[config.mk]
export PLATFORM = sky130hd
export DESIGN_NAME = edge_irq_event_unit
export DESIGN_NICKNAME = d
export VERILOG_FILES = /design/src/pkg/edge_irq_pkg.sv /design/src/verilog/edge_detector_bank.sv /design/src/verilog/edge_irq_event_unit.sv
export SDC_FILE = /design/constraint.sdc
export NUM_CORES = 1
export LEC_CHECK = 0
export ABC_AREA = 1
export ABC_CLOCK_PERIOD_IN_PS = 4300
export BUFFER_PORTS_ARGS = -buffer_cell sky130_fd_sc_hd__buf_4
export CORE_MARGIN = 2
export CORE_UTILIZATION = 50
export CTS_BUF_LIST = sky130_fd_sc_hd__clkbuf_2 sky130_fd_sc_hd__clkbuf_4 sky130_fd_sc_hd__clkbuf_8
export DETAILED_ROUTE_END_ITERATION = 10
export GPL_TIMING_DRIVEN = 1
export PLACE_DENSITY = 0.75
export REMOVE_ABC_BUFFERS = 1
export SLEW_MARGIN = 20
export SYNTH_ARGS = -nofsm -noshare
export SYNTH_HDL_FRONTEND = slang
export SYNTH_SLANG_ARGS = --single-unit
[constraint.sdc]
create_clock -name clock -period 4.3 [get_ports clock]
set_clock_uncertainty 0.15 [all_clocks]
set_input_delay 0 -clock clock [delete_from_list [all_inputs] [get_ports clock]]
set_output_delay 0 -clock clock [all_outputs]
set_load 0.05 [all_outputs]
[src/pkg/edge_irq_pkg.sv]
// shared constants for the edge interrupt and event unit
// assumes one system clock, a synchronous active-low reset and a word-wide Avalon-MM register bus
package edge_irq_pkg;

  // ----------------------------------------------------------------
  // sizes
  // ----------------------------------------------------------------
  localparam int unsigned NUM_LINES = 25;
  localparam int unsigned NUM_PIN_LINES = 16;
  localparam int unsigned NUM_INT_LINES = 9;
  localparam int unsigned NUM_DIRECT_PIN_IRQ = 5;
  localparam int unsigned ADDR_W = 8;
  localparam int unsigned DATA_W = 32;

  // ----------------------------------------------------------------
  // register byte offsets
  // ----------------------------------------------------------------
  localparam logic [7:0] OFS_IRQ_MASK = 8'h00;
  localparam logic [7:0] OFS_EVT_MASK = 8'h04;
  localparam logic [7:0] OFS_RISE_EN = 8'h08;
  localparam logic [7:0] OFS_FALL_EN = 8'h0c;
  localparam logic [7:0] OFS_SOFT_TRIG = 8'h10;
  localparam logic [7:0] OFS_PENDING = 8'h14;

  // ----------------------------------------------------------------
  // reset values and bus constants
  // ----------------------------------------------------------------
  localparam logic [24:0] RST_IRQ_MASK = 25'h0000000;
  localparam logic [24:0] RST_EVT_MASK = 25'h0000000;
  localparam logic [24:0] RST_RISE_EN = 25'h0000000;
  localparam logic [24:0] RST_FALL_EN = 25'h0000000;
  localparam logic [24:0] RST_SOFT_TRIG = 25'h0000000;
  localparam logic [24:0] RST_PENDING = 25'h0000000;
  localparam logic [3:0] FULL_WORD_BE = 4'hf;

  // ----------------------------------------------------------------
  // channel positions
  // ----------------------------------------------------------------
  localparam int unsigned CH_LOW_VOLTAGE = 16;
  localparam int unsigned CH_RTC_ALARM = 17;
  localparam int unsigned CH_BUS0_WAKE = 18;
  localparam int unsigned CH_BUS1_WAKE = 19;
  localparam int unsigned CH_COMPARATOR = 20;
  localparam int unsigned CH_OVER_VOLTAGE = 24;
  localparam int unsigned GRP_A_LO = 5;
  localparam int unsigned GRP_A_HI = 9;
  localparam int unsigned GRP_B_LO = 10;
  localparam int unsigned GRP_B_HI = 15;

  // ----------------------------------------------------------------
  // types
  // ----------------------------------------------------------------
  typedef enum logic [2:0] {
    SEL_IRQ_MASK,
    SEL_EVT_MASK,
    SEL_RISE_EN,
    SEL_FALL_EN,
    SEL_SOFT_TRIG,
    SEL_PENDING,
    SEL_NONE
  } reg_sel_e;

  typedef enum logic {
    BUS_IDLE,
    BUS_ACK
  } bus_state_e;

endpackage

[src/verilog/edge_detector_bank.sv]
// synchroniser and edge detector for a bank of trigger lines
// assumes lines may come from outside the system clock domain
`timescale 1ns/1ps

module edge_detector_bank #(
  parameter int unsigned WIDTH = 25
) (
  input wire logic clock,
  input wire logic rst_n,
  input wire logic [WIDTH-1:0] line_in,
  output logic [WIDTH-1:0] rise_pulse,
  output logic [WIDTH-1:0] fall_pulse
);

  logic [WIDTH-1:0] meta_reg;
  logic [WIDTH-1:0] sync_reg;
  logic [WIDTH-1:0] prev_reg;
  logic [WIDTH-1:0] meta_next;
  logic [WIDTH-1:0] sync_next;
  logic [WIDTH-1:0] prev_next;

  // ----------------------------------------------------------------
  // sampling
  // ----------------------------------------------------------------
  always_comb begin
    meta_next = line_in;
    sync_next = meta_reg;
    prev_next = sync_reg;
  end

  always_ff @(posedge clock) begin
    if (!rst_n) begin
      meta_reg <= '0;
      sync_reg <= '0;
      prev_reg <= '0;
    end else begin
      meta_reg <= meta_next;
      sync_reg <= sync_next;
      prev_reg <= prev_next;
    end
  end

  // ----------------------------------------------------------------
  // edges
  // ----------------------------------------------------------------
  // one pulse per transition, from two settled samples only
  assign rise_pulse = sync_reg & ~prev_reg;
  assign fall_pulse = ~sync_reg & prev_reg;

endmodule

[src/verilog/edge_irq_event_unit.sv]
// edge interrupt and event unit: detectors, masks, pending flags, request lines
// assumes an Avalon-MM master on the system clock and asynchronous trigger lines
//
// The placing of the registers and the Avalon-MM interface to the registers were chosen for this implementation.
`timescale 1ns/1ps

module edge_irq_event_unit
  import edge_irq_pkg::*;
(
  input wire logic clock,
  input wire logic rst_n,
  input wire logic [ADDR_W-1:0] address,
  input wire logic read,
  input wire logic write,
  input wire logic [DATA_W-1:0] writedata,
  input wire logic [3:0] byteenable,
  output logic [DATA_W-1:0] readdata,
  output logic waitrequest,
  input wire logic [NUM_PIN_LINES-1:0] pin_lines,
  input wire logic [NUM_INT_LINES-1:0] internal_lines,
  output logic [NUM_DIRECT_PIN_IRQ-1:0] irq_pin_direct,
  output logic irq_pins_5_9,
  output logic irq_pins_10_15,
  output logic irq_low_voltage,
  output logic irq_bus0_wake,
  output logic irq_bus1_wake,
  output logic irq_comparator,
  output logic irq_over_voltage,
  output logic [NUM_LINES-1:0] event_lines,
  output logic event_to_core,
  output logic wakeup_req
);

  // ----------------------------------------------------------------
  // address decode
  // ----------------------------------------------------------------
  function automatic reg_sel_e decode_reg(input logic [ADDR_W-1:0] addr);
    reg_sel_e sel;
    sel = SEL_NONE;
    case (addr)
      OFS_IRQ_MASK: sel = SEL_IRQ_MASK;
      OFS_EVT_MASK: sel = SEL_EVT_MASK;
      OFS_RISE_EN: sel = SEL_RISE_EN;
      OFS_FALL_EN: sel = SEL_FALL_EN;
      OFS_SOFT_TRIG: sel = SEL_SOFT_TRIG;
      OFS_PENDING: sel = SEL_PENDING;
      default: sel = SEL_NONE;
    endcase
    return sel;
  endfunction

  function automatic logic any_in_range(input logic [NUM_LINES-1:0] v,
                                        input int unsigned lo,
                                        input int unsigned hi);
    logic acc;
    acc = 1'b0;
    for (int unsigned i = 0; i < NUM_LINES; i++) begin
      if (i >= lo && i <= hi) begin
        acc = acc | v[i];
      end
    end
    return acc;
  endfunction

  // ----------------------------------------------------------------
  // edge detection
  // ----------------------------------------------------------------
  logic [NUM_LINES-1:0] all_lines;
  logic [NUM_LINES-1:0] rise_pulse;
  logic [NUM_LINES-1:0] fall_pulse;

  // no pin select muxing here; all 16 pin lines arrive, below the 9 internal lines
  assign all_lines = {internal_lines, pin_lines};

  edge_detector_bank #(
    .WIDTH(NUM_LINES)
  ) detectors (
    .clock(clock),
    .rst_n(rst_n),
    .line_in(all_lines),
    .rise_pulse(rise_pulse),
    .fall_pulse(fall_pulse)
  );

  // ----------------------------------------------------------------
  // bus handshake
  // ----------------------------------------------------------------
  bus_state_e state_reg;
  bus_state_e state_next;
  logic waitrequest_reg;
  logic waitrequest_next;
  logic [DATA_W-1:0] readdata_reg;
  logic [DATA_W-1:0] readdata_next;
  logic wr_fire;
  reg_sel_e req_sel;

  logic [NUM_LINES-1:0] irq_mask_bits_reg;
  logic [NUM_LINES-1:0] evt_mask_bits_reg;
  logic [NUM_LINES-1:0] rise_enable_bits_reg;
  logic [NUM_LINES-1:0] fall_enable_bits_reg;
  logic [NUM_LINES-1:0] soft_trigger_bits_reg;
  logic [NUM_LINES-1:0] pending_flag_reg;

  assign req_sel = decode_reg(address);

  always_comb begin
    state_next = state_reg;
    waitrequest_next = 1'b1;
    readdata_next = readdata_reg;
    wr_fire = 1'b0;
    case (state_reg)
      BUS_IDLE: begin
        if (read || write) begin
          state_next = BUS_ACK;
          waitrequest_next = 1'b0;
          if (read) begin
            readdata_next = '0;
            case (req_sel)
              SEL_IRQ_MASK: readdata_next[NUM_LINES-1:0] = irq_mask_bits_reg;
              SEL_EVT_MASK: readdata_next[NUM_LINES-1:0] = evt_mask_bits_reg;
              SEL_RISE_EN: readdata_next[NUM_LINES-1:0] = rise_enable_bits_reg;
              SEL_FALL_EN: readdata_next[NUM_LINES-1:0] = fall_enable_bits_reg;
              SEL_SOFT_TRIG: readdata_next[NUM_LINES-1:0] = soft_trigger_bits_reg;
              SEL_PENDING: readdata_next[NUM_LINES-1:0] = pending_flag_reg;
              default: readdata_next = '0;
            endcase
          end
        end
      end
      BUS_ACK: begin
        // the edge that sees waitrequest low is the one that commits
        state_next = BUS_IDLE;
        wr_fire = write && (byteenable == FULL_WORD_BE);
      end
      default: begin
        state_next = BUS_IDLE;
      end
    endcase
  end

  always_ff @(posedge clock) begin
    if (!rst_n) begin
      state_reg <= BUS_IDLE;
      waitrequest_reg <= 1'b1;
      readdata_reg <= '0;
    end else begin
      state_reg <= state_next;
      waitrequest_reg <= waitrequest_next;
      readdata_reg <= readdata_next;
    end
  end

  // ----------------------------------------------------------------
  // configuration and trigger logic
  // ----------------------------------------------------------------
  logic [NUM_LINES-1:0] irq_mask_bits_next;
  logic [NUM_LINES-1:0] evt_mask_bits_next;
  logic [NUM_LINES-1:0] rise_enable_bits_next;
  logic [NUM_LINES-1:0] fall_enable_bits_next;
  logic [NUM_LINES-1:0] soft_trigger_bits_next;
  logic [NUM_LINES-1:0] pending_flag_next;
  logic [NUM_LINES-1:0] soft_pulse_reg;
  logic [NUM_LINES-1:0] soft_pulse_next;
  logic [NUM_LINES-1:0] event_lines_reg;
  logic [NUM_LINES-1:0] event_lines_next;
  logic [NUM_LINES-1:0] hw_trigger;
  logic [NUM_LINES-1:0] trigger;
  logic [NUM_LINES-1:0] pend_clear;
  logic [NUM_LINES-1:0] wr_bits;

  always_comb begin
    wr_bits = writedata[NUM_LINES-1:0];
    irq_mask_bits_next = irq_mask_bits_reg;
    evt_mask_bits_next = evt_mask_bits_reg;
    rise_enable_bits_next = rise_enable_bits_reg;
    fall_enable_bits_next = fall_enable_bits_reg;
    soft_trigger_bits_next = soft_trigger_bits_reg;
    soft_pulse_next = '0;
    pend_clear = '0;
    if (wr_fire) begin
      case (req_sel)
        SEL_IRQ_MASK: irq_mask_bits_next = wr_bits;
        SEL_EVT_MASK: evt_mask_bits_next = wr_bits;
        SEL_RISE_EN: rise_enable_bits_next = wr_bits;
        SEL_FALL_EN: fall_enable_bits_next = wr_bits;
        SEL_SOFT_TRIG: begin
          soft_trigger_bits_next = wr_bits;
          soft_pulse_next = wr_bits;
        end
        SEL_PENDING: pend_clear = wr_bits;
        default: pend_clear = '0;
      endcase
    end
    // per-bit masks keep every channel apart from its neighbours
    hw_trigger = (rise_pulse & rise_enable_bits_reg)
               | (fall_pulse & fall_enable_bits_reg);
    trigger = hw_trigger | soft_pulse_reg;
    // a new trigger beats a clear in the same cycle
    pending_flag_next = (pending_flag_reg & ~pend_clear)
                      | (trigger & irq_mask_bits_reg);
    event_lines_next = trigger & evt_mask_bits_reg;
  end

  always_ff @(posedge clock) begin
    if (!rst_n) begin
      irq_mask_bits_reg <= RST_IRQ_MASK;
      evt_mask_bits_reg <= RST_EVT_MASK;
      rise_enable_bits_reg <= RST_RISE_EN;
      fall_enable_bits_reg <= RST_FALL_EN;
      soft_trigger_bits_reg <= RST_SOFT_TRIG;
      pending_flag_reg <= RST_PENDING;
      soft_pulse_reg <= '0;
      event_lines_reg <= '0;
    end else begin
      irq_mask_bits_reg <= irq_mask_bits_next;
      evt_mask_bits_reg <= evt_mask_bits_next;
      rise_enable_bits_reg <= rise_enable_bits_next;
      fall_enable_bits_reg <= fall_enable_bits_next;
      soft_trigger_bits_reg <= soft_trigger_bits_next;
      pending_flag_reg <= pending_flag_next;
      soft_pulse_reg <= soft_pulse_next;
      event_lines_reg <= event_lines_next;
    end
  end

  // ----------------------------------------------------------------
  // request lines
  // ----------------------------------------------------------------
  // computed from next state so requests line up with the pending flags
  logic [NUM_LINES-1:0] live_next;
  logic [NUM_DIRECT_PIN_IRQ-1:0] irq_pin_direct_reg;
  logic [NUM_DIRECT_PIN_IRQ-1:0] irq_pin_direct_next;
  logic irq_pins_5_9_reg;
  logic irq_pins_5_9_next;
  logic irq_pins_10_15_reg;
  logic irq_pins_10_15_next;
  logic irq_low_voltage_reg;
  logic irq_low_voltage_next;
  logic irq_bus0_wake_reg;
  logic irq_bus0_wake_next;
  logic irq_bus1_wake_reg;
  logic irq_bus1_wake_next;
  logic irq_comparator_reg;
  logic irq_comparator_next;
  logic irq_over_voltage_reg;
  logic irq_over_voltage_next;
  logic event_to_core_reg;
  logic event_to_core_next;
  logic wakeup_req_reg;
  logic wakeup_req_next;

  always_comb begin
    live_next = pending_flag_next & irq_mask_bits_next;
    irq_pin_direct_next = live_next[NUM_DIRECT_PIN_IRQ-1:0];
    irq_pins_5_9_next = any_in_range(live_next, GRP_A_LO, GRP_A_HI);
    irq_pins_10_15_next = any_in_range(live_next, GRP_B_LO, GRP_B_HI);
    irq_low_voltage_next = live_next[CH_LOW_VOLTAGE];
    irq_bus0_wake_next = live_next[CH_BUS0_WAKE];
    irq_bus1_wake_next = live_next[CH_BUS1_WAKE];
    irq_comparator_next = live_next[CH_COMPARATOR];
    irq_over_voltage_next = live_next[CH_OVER_VOLTAGE];
    event_to_core_next = |event_lines_next;
    // no clock gating here, so a sleeping core still sees this level
    wakeup_req_next = (|live_next) | (|event_lines_next);
  end

  always_ff @(posedge clock) begin
    if (!rst_n) begin
      irq_pin_direct_reg <= '0;
      irq_pins_5_9_reg <= 1'b0;
      irq_pins_10_15_reg <= 1'b0;
      irq_low_voltage_reg <= 1'b0;
      irq_bus0_wake_reg <= 1'b0;
      irq_bus1_wake_reg <= 1'b0;
      irq_comparator_reg <= 1'b0;
      irq_over_voltage_reg <= 1'b0;
      event_to_core_reg <= 1'b0;
      wakeup_req_reg <= 1'b0;
    end else begin
      irq_pin_direct_reg <= irq_pin_direct_next;
      irq_pins_5_9_reg <= irq_pins_5_9_next;
      irq_pins_10_15_reg <= irq_pins_10_15_next;
      irq_low_voltage_reg <= irq_low_voltage_next;
      irq_bus0_wake_reg <= irq_bus0_wake_next;
      irq_bus1_wake_reg <= irq_bus1_wake_next;
      irq_comparator_reg <= irq_comparator_next;
      irq_over_voltage_reg <= irq_over_voltage_next;
      event_to_core_reg <= event_to_core_next;
      wakeup_req_reg <= wakeup_req_next;
    end
  end

  // ----------------------------------------------------------------
  // outputs
  // ----------------------------------------------------------------
  assign readdata = readdata_reg;
  assign waitrequest = waitrequest_reg;
  assign irq_pin_direct = irq_pin_direct_reg;
  assign irq_pins_5_9 = irq_pins_5_9_reg;
  assign irq_pins_10_15 = irq_pins_10_15_reg;
  assign irq_low_voltage = irq_low_voltage_reg;
  assign irq_bus0_wake = irq_bus0_wake_reg;
  assign irq_bus1_wake = irq_bus1_wake_reg;
  assign irq_comparator = irq_comparator_reg;
  assign irq_over_voltage = irq_over_voltage_reg;
  assign event_lines = event_lines_reg;
  assign event_to_core = event_to_core_reg;
  assign wakeup_req = wakeup_req_reg;

endmodule

Word-level counts from Yosys, hierarchy flattened:

Cells that the tools add are included.

* flip-flop bits (word level): 316
* input bits: 73
* output and inout port bits: 72
* word-level logic and storage cells: 84

* equal/unequal tests: 11
* multiplexer cells: 10
* bitwise operators: 26
* reductions and logical operators: 13

Operator list (number)
* bitwise AND 25 bit: 8
* case mux 25 bit (6 select lines): 1
* two-way mux 25 bit: 4
* inverter 25 bit: 3
* bitwise OR 25 bit: 3
* OR reduction 25 bit: 2
* case mux 3 bit (6 select lines): 1
* == test 8 x 4 -> 1 bit (second input constant): 2
* == test 8 x 5 -> 1 bit (second input constant): 2
* bitwise OR 1 bit: 10
* == test 8 x 3 -> 1 bit (second input constant): 1
* logical NOT 8 bit: 1
* AND reduction 2 bit: 4
* == test 3 x 2 -> 1 bit (second input constant): 2
* == test 3 bit (second input constant): 2
* AND reduction 3 bit: 2
* == test 4 bit (second input constant): 1
* == test 3 x 1 -> 1 bit (second input constant): 1
* logical NOT 3 bit: 1
* two-way mux 1 bit: 3
* inverter 1 bit: 2
* case mux 1 bit (2 select lines): 1
* OR reduction 2 bit: 1
* logical AND 1 bit: 1
* logical OR 1 bit: 1

Longest topological paths before layout:

* depth after elaboration: 14
* depth in mapped cells: 18
* gate-level depth less buffers: 17

Modules after synthesis:

From an unflattened synthesis, not the netlist that was laid out.

* cell total of the unflattened synthesis: 1659
* area total of the unflattened synthesis: 12628.4 µm²

By module, submodules not included
* edge_irq_event_unit: instances 1, cells an instance 1326, area each 10133.5 µm², seq. area each 4824.6 µm²
* edge_detector_bank: instances 1, cells an instance 333, area each 2494.9 µm², seq. area each 1501.4 µm²

Least setup slack after synthesis:

Ideal clock, no wire load.

* kind: input -> register
* start: input port address[1]
* end: register wakeup_req_reg (netlist: wakeup_req)
* library setup time: 133 ps
* data arrival time: 1933 ps
* data required time: 4017 ps
* path slack: 2085 ps
* stages: 18
* path buffers: 1
* path through: nor2_1 > nand3_1 > nor3_2 > inv_1 > ha_1 > nand2_1 > nand2_2 > nor2_4 > nand3_2 > buf_6 > nand2_1 > nand2_1 > nand2_1 > nand2_1 > nor2_1 > nand2_1 > nor2_1 > a21oi_1

* longest elaborated chain between the ends: 11
* elaborated cells between the ends (all ways): 19
* those cells by class: eq/ne: 6; mux: 5; bitwise: 5; reduce/logical: 3

RTL lines
* start: declaration: line edge_irq_event_unit.sv:12 `input wire logic [ADDR_W-1:0] address,`
* == test 8 x 5 -> 1 bit, or another cell as far along: line edge_irq_event_unit.sv:40 `case (addr)`
* case mux 3 bit (6 select lines) *: line edge_irq_event_unit.sv:40
* == test 3 bit: line edge_irq_event_unit.sv:181 `case (req_sel)`
* two-way mux 25 bit: line edge_irq_event_unit.sv:181
* two-way mux 25 bit: line edge_irq_event_unit.sv:180 `if (wr_fire) begin`
* inverter 25 bit: line edge_irq_event_unit.sv:199 `pending_flag_next = (pending_flag_reg & ~pend_clear)`
* bitwise AND 25 bit: line edge_irq_event_unit.sv:199
* bitwise OR 25 bit: line edge_irq_event_unit.sv:200 `| (trigger & irq_mask_bits_reg);`
* bitwise AND 25 bit *: line edge_irq_event_unit.sv:253 `live_next = pending_flag_next & irq_mask_bits_next;`
* OR reduction 25 bit *: line edge_irq_event_unit.sv:264 `wakeup_req_next = (|live_next) | (|event_lines_next);`
* bitwise OR 1 bit *: line edge_irq_event_unit.sv:264
* end signal: assignment: line edge_irq_event_unit.sv:289 `wakeup_req_reg <= wakeup_req_next;`
* end: declaration: line edge_irq_event_unit.sv:249 `logic wakeup_req_reg;`

Mark *: on every way between the ends. The rest lies on a longest branch, timed or not.
A chain may end at the register's enable or synchronous reset.

Worst setup path in the final report:

* start: input port address[2]
* end: register readdata_reg[24] (netlist: readdata[24])

* longest elaborated chain between the ends: 4
* elaborated cells between the ends (all ways): 14
* those cells by class: eq/ne: 10; mux: 2; reduce/logical: 2

RTL lines
* == test 8 x 5 -> 1 bit, or another cell as far along: line edge_irq_event_unit.sv:40
* case mux 3 bit (6 select lines) *: line edge_irq_event_unit.sv:40
* == test 3 bit, or another cell as far along: line edge_irq_event_unit.sv:118 `case (req_sel)`
* case mux 25 bit (6 select lines) *: line edge_irq_event_unit.sv:118
* end signal: assignment: line edge_irq_event_unit.sv:149 `readdata_reg <= readdata_next;`
* end: declaration: line edge_irq_event_unit.sv:92 `logic [DATA_W-1:0] readdata_reg;`

Marks and branches as above.

==> out/results.tsv <==
stage	metric	value	unit
power	clock power share	43.3	%
sta	minimum clock period after layout	2.93	ns
synth	Yosys top cell area share	51.4	%
die	Initial Util	50.7	%
global_route	largest net degree at the start of global routing	94	
cells_and_area	most common cell after layout, fill and taps aside	nand2_1	
sta	RSZ-0062 raised after global routing	no	
die	Die W	161	microns
synth	Area contributors post-synth	dfxtp_1, nand2_1, inv_1	
synth	post-synthesis register bit count	316	
sta	fin crit share	68.1	%
min_path	hold path start	pin_lines[12]	
critical_path	Crit Path Category	input pin to flip-flop	
cells_and_area	most frequent cells in the layout	nand2_1, dfxtp_1, inv_1	
synth	Yosys warnings	0	
power	P_int	4440	uW
critical_path	CP Capture Type	flip-flop	
cells_and_area	Nets	1887	
power	combinational power share	4.4	%
routing	DRC viols	0	
clock_network	Root Driver	clkbuf_8	
clock_network	clock tree from TritonCTS	done	
clock_network	worst-skew pair later-pin latency	0.57	ns
routing	initial DRC count	893	
global_route	gr ovfl total	0	
routing	detailed-route wire length per cell	15.7	microns
critical_path	CP Max Fanout	19	
placement	number of I/O port buffers	130	
power	VDD IR-drop max	0.221	mV
synth	cell taking the most area after synthesis	dfxtp_1	
routing	DRT Pass-1 Iters	6	
synth	sequential share of the synthesized area	51.4	%
synth	Async SR Flop Fraction	0	%
clock_network	CTS sink count	316	
synth	syn_area_per_cell	7.60	sq um
power	Switching Share	21.9	%
die	core box area	24200	sq um
min_path	hold crit path type	input pin to flip-flop	
global_route	global-route wire length before repair	53800	microns
critical_path	R2R Setup Slk	1.75	ns
global_route	busiest grt layer	met2	
sta	max-slew violations	0	
clock_network	postcts setup bufs	0	
cells_and_area	Layout area overhead	23.2	%
global_route	vias in the first global route	10900	
sta	Setup TNS Final	0	ns
die	Site Rows	57	
critical_path	WP data arrival	3.21	ns
die	# IOs	145	
clock_network	TritonCTS Buffers	49	
cells_and_area	fraction of layout cells with a size suffix above 1	15.8	%
critical_path	RR Endpoint	wakeup_req	
sta	Hold Fails Final Rpt	0	
power	PwrDens	375	nW/um^2
synth	Post-synth EDFFs	0	
global_route	GR Layer Usage met1	32.7	%
synth	Post-Syn Area	12300	sq um
global_route	initial antenna violation count	0	
critical_path	Critical Path Source	address[2]	
global_route	met2 usage	43.4	%
die	die height	161	microns
cells_and_area	Post-Layout Cell Count	2167	
status	run status	complete, no violations	
global_route	M3 GR Usage	4.62	%
clock_network	Bufs on Longest Clock Path	3	
clock_network	clock slew at reported path FFs	0.06	ns
placement	Placed Cells	2018	
sta	Slew headroom	30.5	%
clock_network	H-tree levels	2	
power	Lkg Pwr	0.00698	uW
critical_path	Critical Path RT	4.58	ns
sta	max frequency	341	MHz
sta	Least-Margin Pin Slew	1.04	ns
routing	Final ANT Viol Nets	0	
critical_path	reg2reg start	state_reg	
cells_and_area	number of inserted diodes	0	
routing	final wirelength	33900	microns
routing	vias	11400	
synth	Synth Flop Type	dfxtp_1	
routing	via/cell ratio	5.25	
power	Net Switching	1240	uW
die	area of the die	25900	sq um
critical_path	FF-to-FF path depth	13	
synth	Netlist cell types	38	
global_route	GRT Util Overall	26.0	%
job	max_cap viols	0	
power	register share of total power	52.2	%
synth	Mapped Cells	1617	
placement	DP HPWL	21400	microns
critical_path	crit path launch type	input pin	
min_path	worst hold stages	4	
critical_path	crit path to	readdata[24]	
sta	endpoints failing setup	0	
placement	Placer Congestion	0.884	
==> metrics by stage <==
| step | util [%] | total power, uW | hold WS (ns) | setup slack [ns] | area (sq um) |
|---|---|---|---|---|---|
| 6_report | 62.5 | 5690 | 0.0127 | 1.37 | 15200 |
| 5_1_grt | 62.5 | 5900 | 0.0203 | 1.25 | 15200 |
| 2_1_floorplan | - | 3120 | -0.0565 | 0.800 | 11900 |
| 4_1_cts | 62.5 | 5730 | 0.00332 | 1.44 | 15200 |
| 3_3_place_gp | 55.7 | 3230 | 0.0312 | 1.44 | 13500 |
| 3_5_place_dp | 55.7 | 3240 | 0.0354 | 1.42 | 13500 |
==> what timing repair did <==
| item | CTS | global route |
|---|---|---|
| gates resized for setup | 0 | 0 |
| hold endpoints to repair | 225 | 0 |
| hold buffers | 68 | 0 |
==> synth_stat cells, types with 5 or more instances <==
| cell type | count |
|---|---|
| nand2_1 | 395 |
| buf_2 | 16 |
| dfxtp_1 | 316 |
| clkbuf_1 | 53 |
| o21ai_0 | 70 |
| o22ai_1 | 11 |
| nand3_1 | 110 |
| o221ai_1 | 5 |
| nor2_1 | 145 |
| buf_4 | 12 |
| a211oi_1 | 27 |
| a31o_2 | 21 |
| nand3b_1 | 32 |
| nor2_2 | 11 |
| a21oi_1 | 137 |
| a32oi_1 | 13 |
| inv_1 | 194 |
| o21ai_1 | 9 |
==> metal layers <==
metal	up-vias	wire [microns]
met5	-	0
met4	0	1360
met3	117	2790
met2	515	15900
met1	5164	13900
li1	5574	-
==> final cells by class <==
cell class	count	area, sq um
inverters	200	753
clock buffers	78	948
clock inverters	3	15.0
fillers	2162	9090
repair buffers	228	1880
flip-flops and latches	316	6330
multi-input cells	1018	4820
well taps	324	405
==> kinds of logic after synthesis <==
| logic type | count (synthesis) | synth area share, % |
|---|---|---|
| AND/OR/NAND/NOR | 703 | 24.2 |
| flip-flops | 316 | 51.4 |
| AO/OA/AOI/OAI | 307 | 14.7 |
| buffers and inverters | 289 | 9.61 |
| adder cells (fa/ha/maj) | 1 | 0.102 |
| other | 1 | 0.0305 |
==> power by group through the flow <==
stage	clock network (uW)	registers, uW	logic, uW
after floorplan	0	3030	83.4
after global placement	0	3030	198
after detailed placement	0	3040	200
after CTS	2510	2970	249
after global routing	2650	2970	275
final	2460	2970	252
==> how the worst min path moves through the flow <==
stage | end | slack [ns]
4_1_cts | detectors.meta_reg[2] | 0.003
3_3_place_gp | detectors.meta_reg[6] | 0.03
6_report | detectors.meta_reg[12] | 0.01
2_1_floorplan | detectors.meta_reg[0] | -0.06
3_5_place_dp | detectors.meta_reg[6] | 0.04
5_1_grt | detectors.meta_reg[12] | 0.02
==> worst max-delay path, cell delays in order <==
cell           delay (ns)
dlygate4sd3_1        0.54
buf_4                0.14
nand2_1              0.06
nor2_1               0.05
dlygate4sd3_1        0.55
nand2_1              0.11
clkinv_1             0.66
buf_4                0.47
nand2_1              0.08
nand3_1              0.07
o21ai_0              0.37
a21oi_1              0.11
Note: power is estimated with default switching activity, not from simulation.
